`src/pio_pkg.sv`:
```
package pio_pkg;

	// ==========================================================
	// Clocking
	// System clock rate and the master tick for the clock dividers
	localparam longint SYS_CLK_HZ = 64'd100_000_000;
	// Master tick is twice the option slot clock
	localparam longint MASTER_TICK_HZ = 64'd6_144_000;
	// Phase accumulator width of the master tick generator
	localparam int NCO_W = 24;
	// Accumulator increment derived from the two rates
	localparam logic [NCO_W-1:0] NCO_INC =
		NCO_W'((MASTER_TICK_HZ * (64'd1 << NCO_W)) / SYS_CLK_HZ);
	// Display clock phases per period, the last one is high
	localparam logic [1:0] DISP_PHASES = 2'h3;
	// Display clock edges per debouncer tick (1.024 MHz to 128 kHz)
	localparam logic [2:0] DEB_DIV_LAST = 3'h7;
	// Debouncer ticks per key scan tick (128 kHz to 4 kHz)
	localparam logic [4:0] KEY_DIV_LAST = 5'h1f;

	// ==========================================================
	// Times
	localparam int DEB_TICK_HZ = 128_000;
	localparam int KEY_TICK_HZ = 4_000;
	// Least stable time of a key change, in microseconds
	localparam int KEY_STABLE_US = 16_000;
	// Least stable time of the count input, in microseconds
	localparam int TOT_STABLE_US = 1_750;
	// Number of driven key columns, one per scan tick
	localparam int KEY_COLS = 3;
	// Number of sensed key rows
	localparam int KEY_ROWS = 3;
	// Full scans needed for the key stable time, rounded up
	localparam int KEY_STABLE_SCANS =
		(KEY_STABLE_US * KEY_TICK_HZ + KEY_COLS * 1_000_000 - 1) / (KEY_COLS * 1_000_000);
	// Debouncer ticks needed for the count stable time, rounded up
	localparam int TOT_STABLE_TICKS =
		(TOT_STABLE_US * DEB_TICK_HZ + 1_000_000 - 1) / 1_000_000;

	// ==========================================================
	// Register index on address bits 6..3
	localparam logic [3:0] REG_CTRL = 4'h0;
	localparam logic [3:0] REG_ALARM = 4'h1;
	localparam logic [3:0] REG_DOUT = 4'h2;
	localparam logic [3:0] REG_DIN = 4'h3;
	localparam logic [3:0] REG_KEY = 4'h4;
	// Reset values
	localparam logic [7:0] CTRL_RST = 8'h00;
	localparam logic [3:0] ALARM_RST = 4'h0;
	localparam logic [7:0] DOUT_RST = 8'h00;
	// Status bit positions in the control/status read value
	localparam int STAT_KEY_IRQ = 4;
	localparam int STAT_TRIG_LVL = 5;
	// Key register fields
	localparam int KEY_PRESSED_BIT = 7;

	// ==========================================================
	// Configuration load
	// Mode pin pattern for host driven peripheral load
	localparam logic [2:0] MODE_PERIPHERAL = 3'h5;
	// Default configuration length in bytes
	localparam int CFG_BYTES_DEF = 16;
	// Busy count loaded per byte; the ready output stays low one cycle longer, 5 cycles
	localparam logic [3:0] CFG_BUSY_CYC = 4'h4;

	// Control register layout, low nibble of register 0
	typedef struct packed {
		logic [3:0] spare;
		logic trig_level;
		logic trig_enable;
		logic tot_debounce_en;
		logic key_scan_en;
	} pio_ctrl_type;

	// Host bus strobes and address as one group
	typedef struct packed {
		logic chip_select_n;
		logic read_n;
		logic write_n;
		logic [3:0] index;
		logic [7:0] wdata;
	} pio_bus_type;

	// Configuration sequencer, Gray coded along the path
	typedef enum logic [1:0] {
		CFG_CLEAR = 2'b00,
		CFG_MODE = 2'b01,
		CFG_LOAD = 2'b11,
		CFG_RUN = 2'b10
	} pio_cfg_type;

endpackage

```
`src/pio_clk_gen.sv`:
```
`timescale 1ns/1ps
`default_nettype none

module pio_clk_gen (
	input wire logic sys_clk,
	input wire logic reset,
	input wire logic ce,
	output logic opt_clk,
	output logic disp_clk,
	output logic deb_tick,
	output logic key_tick
);

	// ==========================================================
	// Master tick
	logic [pio_pkg::NCO_W:0] acc_r; // Accumulator with carry bit
	logic [1:0] phase_r; // Display clock phase
	logic [2:0] deb_cnt_r; // Display edges toward debouncer tick
	logic [4:0] key_cnt_r; // Debouncer ticks toward key tick
	logic master;

	// Carry out marks one master tick
	assign master = acc_r[pio_pkg::NCO_W];

	// Phase accumulator for the fractional divide
	always_ff @(posedge sys_clk or posedge reset) begin
		if (reset) begin
			acc_r <= '0;
		end else if (ce) begin
			acc_r <= {1'b0, acc_r[pio_pkg::NCO_W-1:0]} + {1'b0, pio_pkg::NCO_INC};
		end
	end

	// ==========================================================
	// Option and display clocks
	// Option clock toggles on every master tick
	always_ff @(posedge sys_clk or posedge reset) begin
		if (reset) begin
			opt_clk <= 1'b0;
		end else if (ce && master) begin
			opt_clk <= ~opt_clk;
		end
	end

	// Display clock high in last of three option periods
	always_ff @(posedge sys_clk or posedge reset) begin
		if (reset) begin
			phase_r <= 2'h0;
			disp_clk <= 1'b0;
		end else if (ce && master && !opt_clk) begin
			if (phase_r == pio_pkg::DISP_PHASES - 2'h1) begin
				phase_r <= 2'h0;
				disp_clk <= 1'b0;
			end else begin
				phase_r <= phase_r + 2'h1;
				disp_clk <= (phase_r == pio_pkg::DISP_PHASES - 2'h2);
			end
		end
	end

	// ==========================================================
	// Internal ticks from display clock rising edges
	always_ff @(posedge sys_clk or posedge reset) begin
		if (reset) begin
			deb_cnt_r <= 3'h0;
			key_cnt_r <= 5'h0;
			deb_tick <= 1'b0;
			key_tick <= 1'b0;
		end else if (ce) begin
			deb_tick <= 1'b0;
			key_tick <= 1'b0;
			if (master && !opt_clk && phase_r == pio_pkg::DISP_PHASES - 2'h2) begin
				deb_cnt_r <= deb_cnt_r + 3'h1;
				if (deb_cnt_r == pio_pkg::DEB_DIV_LAST) begin
					deb_tick <= 1'b1;
					key_cnt_r <= key_cnt_r + 5'h1;
					key_tick <= (key_cnt_r == pio_pkg::KEY_DIV_LAST);
				end
			end
		end
	end

endmodule

`default_nettype wire

```
`src/pio_stable_filter.sv`:
```
`timescale 1ns/1ps
`default_nettype none

module pio_stable_filter #(
	parameter int WIDTH = 1,
	parameter int STABLE = 2,
	parameter logic [WIDTH-1:0] INIT = '0
) (
	input wire logic sys_clk,
	input wire logic reset,
	input wire logic ce,
	input wire logic tick,
	input wire logic [WIDTH-1:0] sample,
	output logic [WIDTH-1:0] settled,
	output logic changed
);

	// ==========================================================
	// Stability counter
	logic [WIDTH-1:0] last_r; // Sample of the previous tick
	logic [7:0] cnt_r; // Ticks the new value has stood

	// Count ticks while a differing sample holds still
	always_ff @(posedge sys_clk or posedge reset) begin
		if (reset) begin
			last_r <= INIT;
			cnt_r <= 8'h00;
			settled <= INIT;
			changed <= 1'b0;
		end else if (ce) begin
			changed <= 1'b0;
			if (tick) begin
				last_r <= sample;
				if (sample == settled || sample != last_r) begin
					// Restart when equal to output or still moving
					cnt_r <= 8'h00;
				end else if (cnt_r == 8'(STABLE - 2)) begin
					// Stable for the full time, take it
					cnt_r <= 8'h00;
					settled <= sample;
					changed <= 1'b1;
				end else begin
					cnt_r <= cnt_r + 8'h01;
				end
			end
		end
	end

endmodule

`default_nettype wire

```
`src/pio_top.sv`:
```
// Functional notes
// - Derive option and display clocks from system clock
// - Display clock low two thirds, high one third
// - Divide display clock to 128 kHz, 4 kHz
// - Decode address bits 3-6 with select, strobes
// - Five readable, three writable registers
// - Scan key matrix on six pulled-up lines
// - Accept key change after 16 ms stable
// - Key interrupt active low, halts scanning
// - Reading key register clears interrupt, resumes scan
// - Interrupt on every debounced key change
// - Control bit enables or disables key scanning
// - Writable, readable digital and alarm output registers
// - Digital input buffer returns current levels
// - Count input optionally passes through debouncer
// - Trigger interrupt on selectable input level
// - After reset sample mode pins, enter loading
// - Raise init status when ready for bytes
// - Ready low while absorbing each byte
// - Hold done low while loading, then release
// - Count debouncer needs 1.75 ms stable input
// - Host alternates trigger level for both edges
`timescale 1ns/1ps
`default_nettype none

module pio_top #(
	parameter int CFG_BYTES = pio_pkg::CFG_BYTES_DEF
) (
	input wire logic sys_clk,
	input wire logic reset,
	input wire logic ce,
	input wire logic logic_chip_select_n,
	input wire logic upper_byte_read_n,
	input wire logic upper_byte_write_n,
	input wire logic [3:0] host_addr,
	input wire logic [7:0] host_wdata,
	output logic [7:0] host_rdata,
	output logic host_rdata_oe,
	input wire logic [2:0] mode_pins,
	output logic config_init_status,
	output logic config_byte_ready,
	input wire logic config_done_line_in,
	output logic config_done_line_out,
	output logic config_done_line_oe,
	output logic option_slot_clock_out,
	output logic display_clock_out,
	input wire logic [5:0] key_matrix_line_in,
	output logic [5:0] key_matrix_line_out,
	output logic [5:0] key_matrix_line_oe,
	output logic key_event_irq_n,
	output logic [7:0] digital_out_bits,
	output logic [3:0] alarm_out_bits,
	input wire logic [7:0] digital_in_bits,
	input wire logic count_input_n,
	output logic count_output,
	input wire logic ext_trigger_in,
	output logic ext_trigger_irq_n
);

	// ==========================================================
	// Declarations
	localparam int KEYS = pio_pkg::KEY_COLS * pio_pkg::KEY_ROWS;
	pio_pkg::pio_bus_type bus; // Host bus as one group
	pio_pkg::pio_bus_type bus_prev_r; // Bus of the previous cycle
	pio_pkg::pio_ctrl_type ctrl_r; // Control register
	pio_pkg::pio_cfg_type cfg_r; // Configuration sequencer
	logic [7:0] cfg_cnt_r; // Configuration bytes taken
	logic [3:0] busy_r; // Cycles left absorbing a byte
	logic [7:0] dout_r; // Digital output register
	logic [3:0] alarm_r; // Alarm output register
	logic [1:0] col_r; // Driven column
	logic [KEYS-1:0] snap_r; // Keys seen in the current scan
	logic [KEYS-1:0] frame_r; // Last complete scan
	logic frame_tick_r; // One complete scan done
	logic [KEYS-1:0] keys; // Debounced key state
	logic key_change; // Debounced key change pulse
	logic key_irq_r; // Key interrupt pending
	logic tot_settled; // Debounced count input
	logic opt_clk, disp_clk, deb_tick, key_tick;
	logic run, wr_edge, rd_edge, scan_go;
	logic [7:0] key_code;

	// Synchronous host strobes as one group
	assign bus = '{chip_select_n: logic_chip_select_n, read_n: upper_byte_read_n,
		write_n: upper_byte_write_n, index: host_addr, wdata: host_wdata};
	assign run = (cfg_r == pio_pkg::CFG_RUN);
	// Write taken as the strobe returns high
	assign wr_edge = !bus_prev_r.chip_select_n && !bus_prev_r.write_n && bus.write_n;
	// Read effect once, on the strobe's fall
	assign rd_edge = !bus.chip_select_n && !bus.read_n && bus_prev_r.read_n;
	// Scan only when enabled and no key event pending
	assign scan_go = run && ctrl_r.key_scan_en && !key_irq_r;

	// ==========================================================
	// Submodules
	// Clock dividers
	pio_clk_gen u_clk (
		.sys_clk(sys_clk),
		.reset(reset),
		.ce(ce),
		.opt_clk(opt_clk),
		.disp_clk(disp_clk),
		.deb_tick(deb_tick),
		.key_tick(key_tick)
	);

	// Key debouncer, stepped once per complete scan
	pio_stable_filter #(
		.WIDTH(KEYS),
		.STABLE(pio_pkg::KEY_STABLE_SCANS)
	) u_key_filter (
		.sys_clk(sys_clk),
		.reset(reset),
		.ce(ce),
		.tick(frame_tick_r),
		.sample(frame_r),
		.settled(keys),
		.changed(key_change)
	);

	// Count input debouncer, active high sense of the input
	pio_stable_filter #(
		.WIDTH(1),
		.STABLE(pio_pkg::TOT_STABLE_TICKS)
	) u_tot_filter (
		.sys_clk(sys_clk),
		.reset(reset),
		.ce(ce),
		.tick(deb_tick),
		.sample(~count_input_n),
		.settled(tot_settled),
		.changed()
	);

	// ==========================================================
	// Bus history for strobe edges
	always_ff @(posedge sys_clk or posedge reset) begin
		if (reset) begin
			bus_prev_r <= '{chip_select_n: 1'b1, read_n: 1'b1, write_n: 1'b1,
				index: 4'h0, wdata: 8'h00};
		end else if (ce) begin
			bus_prev_r <= bus;
		end
	end

	// ==========================================================
	// Configuration sequencer
	always_ff @(posedge sys_clk or posedge reset) begin
		if (reset) begin
			cfg_r <= pio_pkg::CFG_CLEAR;
			cfg_cnt_r <= 8'h00;
			busy_r <= 4'h0;
		end else if (ce) begin
			case (cfg_r)
				pio_pkg::CFG_CLEAR: begin
					// Memory clear once reset is gone
					cfg_cnt_r <= 8'h00;
					cfg_r <= pio_pkg::CFG_MODE;
				end
				pio_pkg::CFG_MODE: begin
					// Only the peripheral pattern enters loading
					if (mode_pins == pio_pkg::MODE_PERIPHERAL) begin
						cfg_r <= pio_pkg::CFG_LOAD;
					end
				end
				pio_pkg::CFG_LOAD: begin
					if (busy_r != 4'h0) begin
						busy_r <= busy_r - 4'h1;
					end else if (cfg_cnt_r == 8'(CFG_BYTES)) begin
						cfg_r <= pio_pkg::CFG_RUN;
					end else if (wr_edge) begin
						// Absorb one byte, ready low meanwhile
						cfg_cnt_r <= cfg_cnt_r + 8'h01;
						busy_r <= pio_pkg::CFG_BUSY_CYC;
					end
				end
				default: begin
					cfg_r <= pio_pkg::CFG_RUN;
				end
			endcase
		end
	end

	// Load status pins, done line is open drain
	always_ff @(posedge sys_clk or posedge reset) begin
		if (reset) begin
			config_init_status <= 1'b0;
			config_byte_ready <= 1'b1;
			config_done_line_out <= 1'b0;
			config_done_line_oe <= 1'b1;
		end else if (ce) begin
			config_init_status <= (cfg_r == pio_pkg::CFG_LOAD) || run;
			config_byte_ready <= !(cfg_r == pio_pkg::CFG_LOAD && (busy_r != 4'h0 || wr_edge));
			config_done_line_out <= 1'b0;
			config_done_line_oe <= !run;
		end
	end

	// ==========================================================
	// Writable registers
	always_ff @(posedge sys_clk or posedge reset) begin
		if (reset) begin
			ctrl_r <= pio_pkg::CTRL_RST;
			alarm_r <= pio_pkg::ALARM_RST;
			dout_r <= pio_pkg::DOUT_RST;
		end else if (ce && run && wr_edge) begin
			if (bus_prev_r.index == pio_pkg::REG_CTRL) begin
				ctrl_r <= {4'h0, bus_prev_r.wdata[3:0]};
			end else if (bus_prev_r.index == pio_pkg::REG_ALARM) begin
				alarm_r <= bus_prev_r.wdata[3:0];
			end else if (bus_prev_r.index == pio_pkg::REG_DOUT) begin
				dout_r <= bus_prev_r.wdata;
			end
		end
	end

	// Lowest pressed key; top bit flags any key
	always_comb begin
		key_code = 8'h00;
		for (int i = KEYS - 1; i >= 0; i--) begin
			if (keys[i]) begin
				key_code = 8'h80 | 8'(i);
			end
		end
	end

	// ==========================================================
	// Read data while select and read strobe are low
	always_ff @(posedge sys_clk or posedge reset) begin
		if (reset) begin
			host_rdata <= 8'h00;
			host_rdata_oe <= 1'b0;
		end else if (ce) begin
			host_rdata_oe <= run && !bus.chip_select_n && !bus.read_n;
			if (bus.index == pio_pkg::REG_CTRL) begin
				host_rdata <= {2'h0, ext_trigger_in, key_irq_r, ctrl_r[3:0]};
			end else if (bus.index == pio_pkg::REG_ALARM) begin
				host_rdata <= {4'h0, alarm_r};
			end else if (bus.index == pio_pkg::REG_DOUT) begin
				host_rdata <= dout_r;
			end else if (bus.index == pio_pkg::REG_DIN) begin
				host_rdata <= digital_in_bits;
			end else if (bus.index == pio_pkg::REG_KEY) begin
				host_rdata <= key_code;
			end else begin
				host_rdata <= 8'h00;
			end
		end
	end

	// ==========================================================
	// Key scanner: columns 0-2 driven low in turn, rows on 3-5
	always_ff @(posedge sys_clk or posedge reset) begin
		if (reset) begin
			col_r <= 2'h0;
			snap_r <= '0;
			frame_r <= '0;
			frame_tick_r <= 1'b0;
		end else if (ce) begin
			frame_tick_r <= 1'b0;
			if (scan_go && key_tick) begin
				// Closed key pulls its row low against the pull-up
				snap_r[col_r*pio_pkg::KEY_ROWS +: pio_pkg::KEY_ROWS] <= ~key_matrix_line_in[5:3];
				if (col_r == 2'(pio_pkg::KEY_COLS - 1)) begin
					col_r <= 2'h0;
					frame_r <= {~key_matrix_line_in[5:3],
						snap_r[KEYS-pio_pkg::KEY_ROWS-1:0]};
					frame_tick_r <= 1'b1;
				end else begin
					col_r <= col_r + 2'h1;
				end
			end
		end
	end

	// Column drive, released while scanning is stopped
	always_ff @(posedge sys_clk or posedge reset) begin
		if (reset) begin
			key_matrix_line_out <= 6'h00;
			key_matrix_line_oe <= 6'h00;
		end else if (ce) begin
			key_matrix_line_out <= 6'h00;
			key_matrix_line_oe <= scan_go ? {3'h0, 3'(3'h1 << col_r)} : 6'h00;
		end
	end

	// Key interrupt: set by a change, cleared by a key read
	always_ff @(posedge sys_clk or posedge reset) begin
		if (reset) begin
			key_irq_r <= 1'b0;
			key_event_irq_n <= 1'b1;
		end else if (ce) begin
			if (key_change) begin
				key_irq_r <= 1'b1;
			end else if (run && rd_edge && bus.index == pio_pkg::REG_KEY) begin
				key_irq_r <= 1'b0;
			end
			key_event_irq_n <= !(key_change || (key_irq_r &&
				!(run && rd_edge && bus.index == pio_pkg::REG_KEY)));
		end
	end

	// ==========================================================
	// Clock outputs, count path and trigger interrupt
	always_ff @(posedge sys_clk or posedge reset) begin
		if (reset) begin
			option_slot_clock_out <= 1'b0;
			display_clock_out <= 1'b0;
			count_output <= 1'b0;
			ext_trigger_irq_n <= 1'b1;
			digital_out_bits <= pio_pkg::DOUT_RST;
			alarm_out_bits <= pio_pkg::ALARM_RST;
		end else if (ce) begin
			option_slot_clock_out <= opt_clk;
			display_clock_out <= disp_clk;
			// Debounced or raw count input
			count_output <= ctrl_r.tot_debounce_en ? tot_settled : ~count_input_n;
			// Selected input level asserts the trigger interrupt
			ext_trigger_irq_n <= !(run && ctrl_r.trig_enable &&
				ext_trigger_in == ctrl_r.trig_level);
			digital_out_bits <= dout_r;
			alarm_out_bits <= alarm_r;
		end
	end

endmodule

`default_nettype wire

```
`config.mk`:
```
export PLATFORM = sky130hd
export DESIGN_NAME = pio_top
export DESIGN_NICKNAME = d
export VERILOG_FILES = /design/src/pio_pkg.sv /design/src/pio_clk_gen.sv /design/src/pio_stable_filter.sv /design/src/pio_top.sv
export SDC_FILE = /design/constraint.sdc
export NUM_CORES = 1
export LEC_CHECK = 0
export BUFFER_PORTS_ARGS = -buffer_cell sky130_fd_sc_hd__buf_2
export CAP_MARGIN = 30
export CORE_MARGIN = 4
export CORE_UTILIZATION = 50
export CTS_BUF_LIST = sky130_fd_sc_hd__clkbuf_4 sky130_fd_sc_hd__clkbuf_8 sky130_fd_sc_hd__clkbuf_16
export DETAILED_ROUTE_END_ITERATION = 10
export GPL_ROUTABILITY_DRIVEN = 0
export PLACE_DENSITY = 0.72
export SYNTH_ARGS = -nofsm -noshare
export SYNTH_HDL_FRONTEND = slang
export SYNTH_SLANG_ARGS = --single-unit
```
`constraint.sdc`:
```
create_clock -name sys_clk -period 5 [get_ports sys_clk]
set_input_delay 0 -clock sys_clk [delete_from_list [all_inputs] [get_ports sys_clk]]
set_output_delay 0 -clock sys_clk [all_outputs]
set_load 0.1 [all_outputs]
```
==> results.ini <==
[outcome]
status = finished, final reports clean

[synth]
ys_ff_latch = 168
yosysWarnings = 0
yosys.area_share.adder = 0.0258
yosysUniqueCellTypes = 55
async_flop_share = 1.00
synthFlopType = dfrtp_1
syn-instance-count = 699
ys_seq_area_frac = 0.543
yosys.area.top_type = dfrtp_1
synth_edf_count = 0
synthSimpleGateAreaFrac = 0.139
avgSynthCellArea_um2 = 11.1
synth.cell_area_um2 = 7760
ys_top_cells_by_count = 161 x dfrtp_1, 93 x nand2_1, 71 x mux2_2
synthXorXnorAreaFrac = 0.0621
muxShareOfSynthArea = 0.107
synth-compound-area-share = 0.0945
synth_top_family_by_area = simple AND/OR/NAND/NOR gates
synth.most_common_cell = dfrtp_1
synth_top_area_frac = 0.519
yosys-top-cells-area = dfrtp_1 52%, mux2_2 10%, nand2_1 4.5%

[sta]
worstMarginPinSlew_ns = 0.948
period_share = 0.498
period_needed_ns = 2.49
fmax_ghz = 0.402
rsz0062_at_grt = false
slew_headroom = 0.363
report.final.hold_viol_count = 0
setup_slack_ns = 2.51
finClkSkew_ns = 0.0122
setup_viol = 0
fin_setup_tns_ns = 0
slew_viol_final = 0

[global_routing]
grt-ovfl-total = 0
antenna_found_initial = 0
grt_pass1_vias = 5625
grt_use_met2 = 0.319
grt_pass1_wl_um = 28200
grt.total_usage = 0.197
grt_use_met3 = 0.0437
use_met1 = 0.263
top_usage_layer = met2
grt_max_degree = 77

[critical_path]
crit_path_end = frame_r[5]
path_cells = nand2b_1 -> nor3_1 -> nand2_1 -> mux2_2
crit_slowest_cell = nor3_1
crit_path_start = cfg_r[0]
r2r_cells = 4
r2r_slack_ns = 2.51
worstPathRequired_ns = 5.32
timing.rr.start = cfg_r[0]
rr_endpoint = frame_r[5]
max_stage_delay_ns = 0.70
cp_max_fo = 14
critPathKind = register to register
end_kind = register
start_kind = register
cp_data_arrival_time_ns = 2.80

[clocking]
clock_latency_ns = 0.43
cts_buffers = 17
cts_resized = 0
cts_tree = yes
clock_path_buffers = 2
hold_buffers = 26
clk_pin_slew_ns = 0.07
cts_setup_buffers = 0
cts.sinks = 168
htreeDepth = 4
cts-root-buf = clkbuf_16

[final_layout]
fin_util = 0.597
area_growth_pct = 17.0
diodes = 0
fill_cells = 1243
finalNetCount = 847
drive_gt1_frac = 0.236

[die]
die_w_um = 133
num_io_pins = 80
coreArea_um2 = 15200
rows = 45
initial_core_util = 0.511
die_area_um2 = 17600
die_h_um = 133

[route]
vias = 5510
antenna_left = 0
drc = 0
drt_first_iter_violations = 322
routed_wl_um = 16200
wl_per_cell_um = 16.3
drtPass1Iterations = 4
viasPerCell = 5.54

[min_path]
hp-class = primary input to register
hold_depth = 3

[placed_design]
preCtsSetupSlack_ns = 2.49
dp_hpwl_um = 11300
port_buffers = 65

[pwr]
irDropWorstVdd_mv = 0.282
p_leak_nw = 4.36
power.density_nw_per_um2 = 396

[run]
drv_cap = 0

[state kept, by name (all words and copies together) (netlist names), 5 cells and up]
register / flops
cfg_cnt_r: 8
u_key_filter.last_r: 9
u_clk.acc_r: 22
host_rdata: 8
digital_out_bits: 8
snap_r: 6
frame_r: 9
u_clk.key_cnt_r: 5
u_key_filter.settled: 9
dout_r: 8
u_tot_filter.cnt_r: 8
u_key_filter.cnt_r: 8
bus_prev_r: 15
[kinds of logic (layout without fill, tap and decap cells)]
| family | after synthesis | after routing |
|---|---|---|
| AND/OR/NAND/NOR | 222 | 222 |
| multiplexers | 74 | 74 |
| adder cells (fa/ha/maj) | 16 | 16 |
| buffers and inverters | 48 | 146 |
| XOR/XNOR | 55 | 55 |
| flip-flops | 168 | 168 |
| other | 1 | 10 |
| AO/OA/AOI/OAI | 115 | 115 |
[metal layers]
layer,vias to the layer above,share of wire
li1,2632,-
met1,2755,0.46
met2,101,0.49
met3,22,0.034
met4,0,0.016
met5,-,0
[final cells by class]
cell class,count,area (um^2),area share
Inverter,18,72.6,0.00799
Timing Repair Buffer,96,623,0.0686
Clock buffer,18,433,0.0477
Sequential cell,168,4210,0.464
Multi-Input combinational cell,492,3360,0.371
Tap cell,188,235,0.0259
Clock inverter,14,136,0.0150
[worst max-delay path: cells and delay by family (launching register included)]
kind	cells	cell delay (ns)
flip-flops	1	0.54
multiplexers	1	0.40
AND/OR/NAND/NOR	3	1.44
[cell usage in the layout (no fill, tap or decap), types with 18 or more instances in the layout]
| cell | count |
|---|---|
| a21oi_1 | 18 |
| buf_2 | 65 |
| dfrtp_1 | 161 |
| dlygate4sd3_1 | 26 |
| mux2_2 | 71 |
| nand2_1 | 93 |
| nor2_1 | 33 |
| nor3_1 | 22 |
| o21ai_0 | 39 |
| xnor2_1 | 30 |
| xor2_1 | 25 |
[where the power goes]
part | leakage [nW] | internal (mW) | switching (mW)
clock | 0.272 | 0.665 | 0.589
sequential | 2.18 | 1.53 | 0.157
combinational | 1.90 | 0.245 | 0.408
[worst min path at each step]
stage / from / to / slack (ns)
finish: host_addr[0] / host_rdata[5] / 0.07
detailed placement: reset / cfg_cnt_r[6] / 0.01
CTS: host_addr[0] / host_rdata[5] / 0.06
global route: host_addr[0] / host_rdata[5] / 0.1
global placement: reset / cfg_cnt_r[7] / 0.006
floorplan: key_matrix_line_in[3] / snap_r[0] / 0.1
[per-stage QoR]
stage,hold slack [ns],power [mW],instances,instance area [um^2]
finish,0.0743,3.59,994,9080
global route,0.0984,3.77,994,9080
CTS,0.0554,3.61,994,9080
detailed placement,0.0127,2.34,936,8250
global placement,0.00631,2.30,936,8250
floorplan,0.0973,2.20,708,7790
Note: power is estimated with default switching activity, not from simulation.
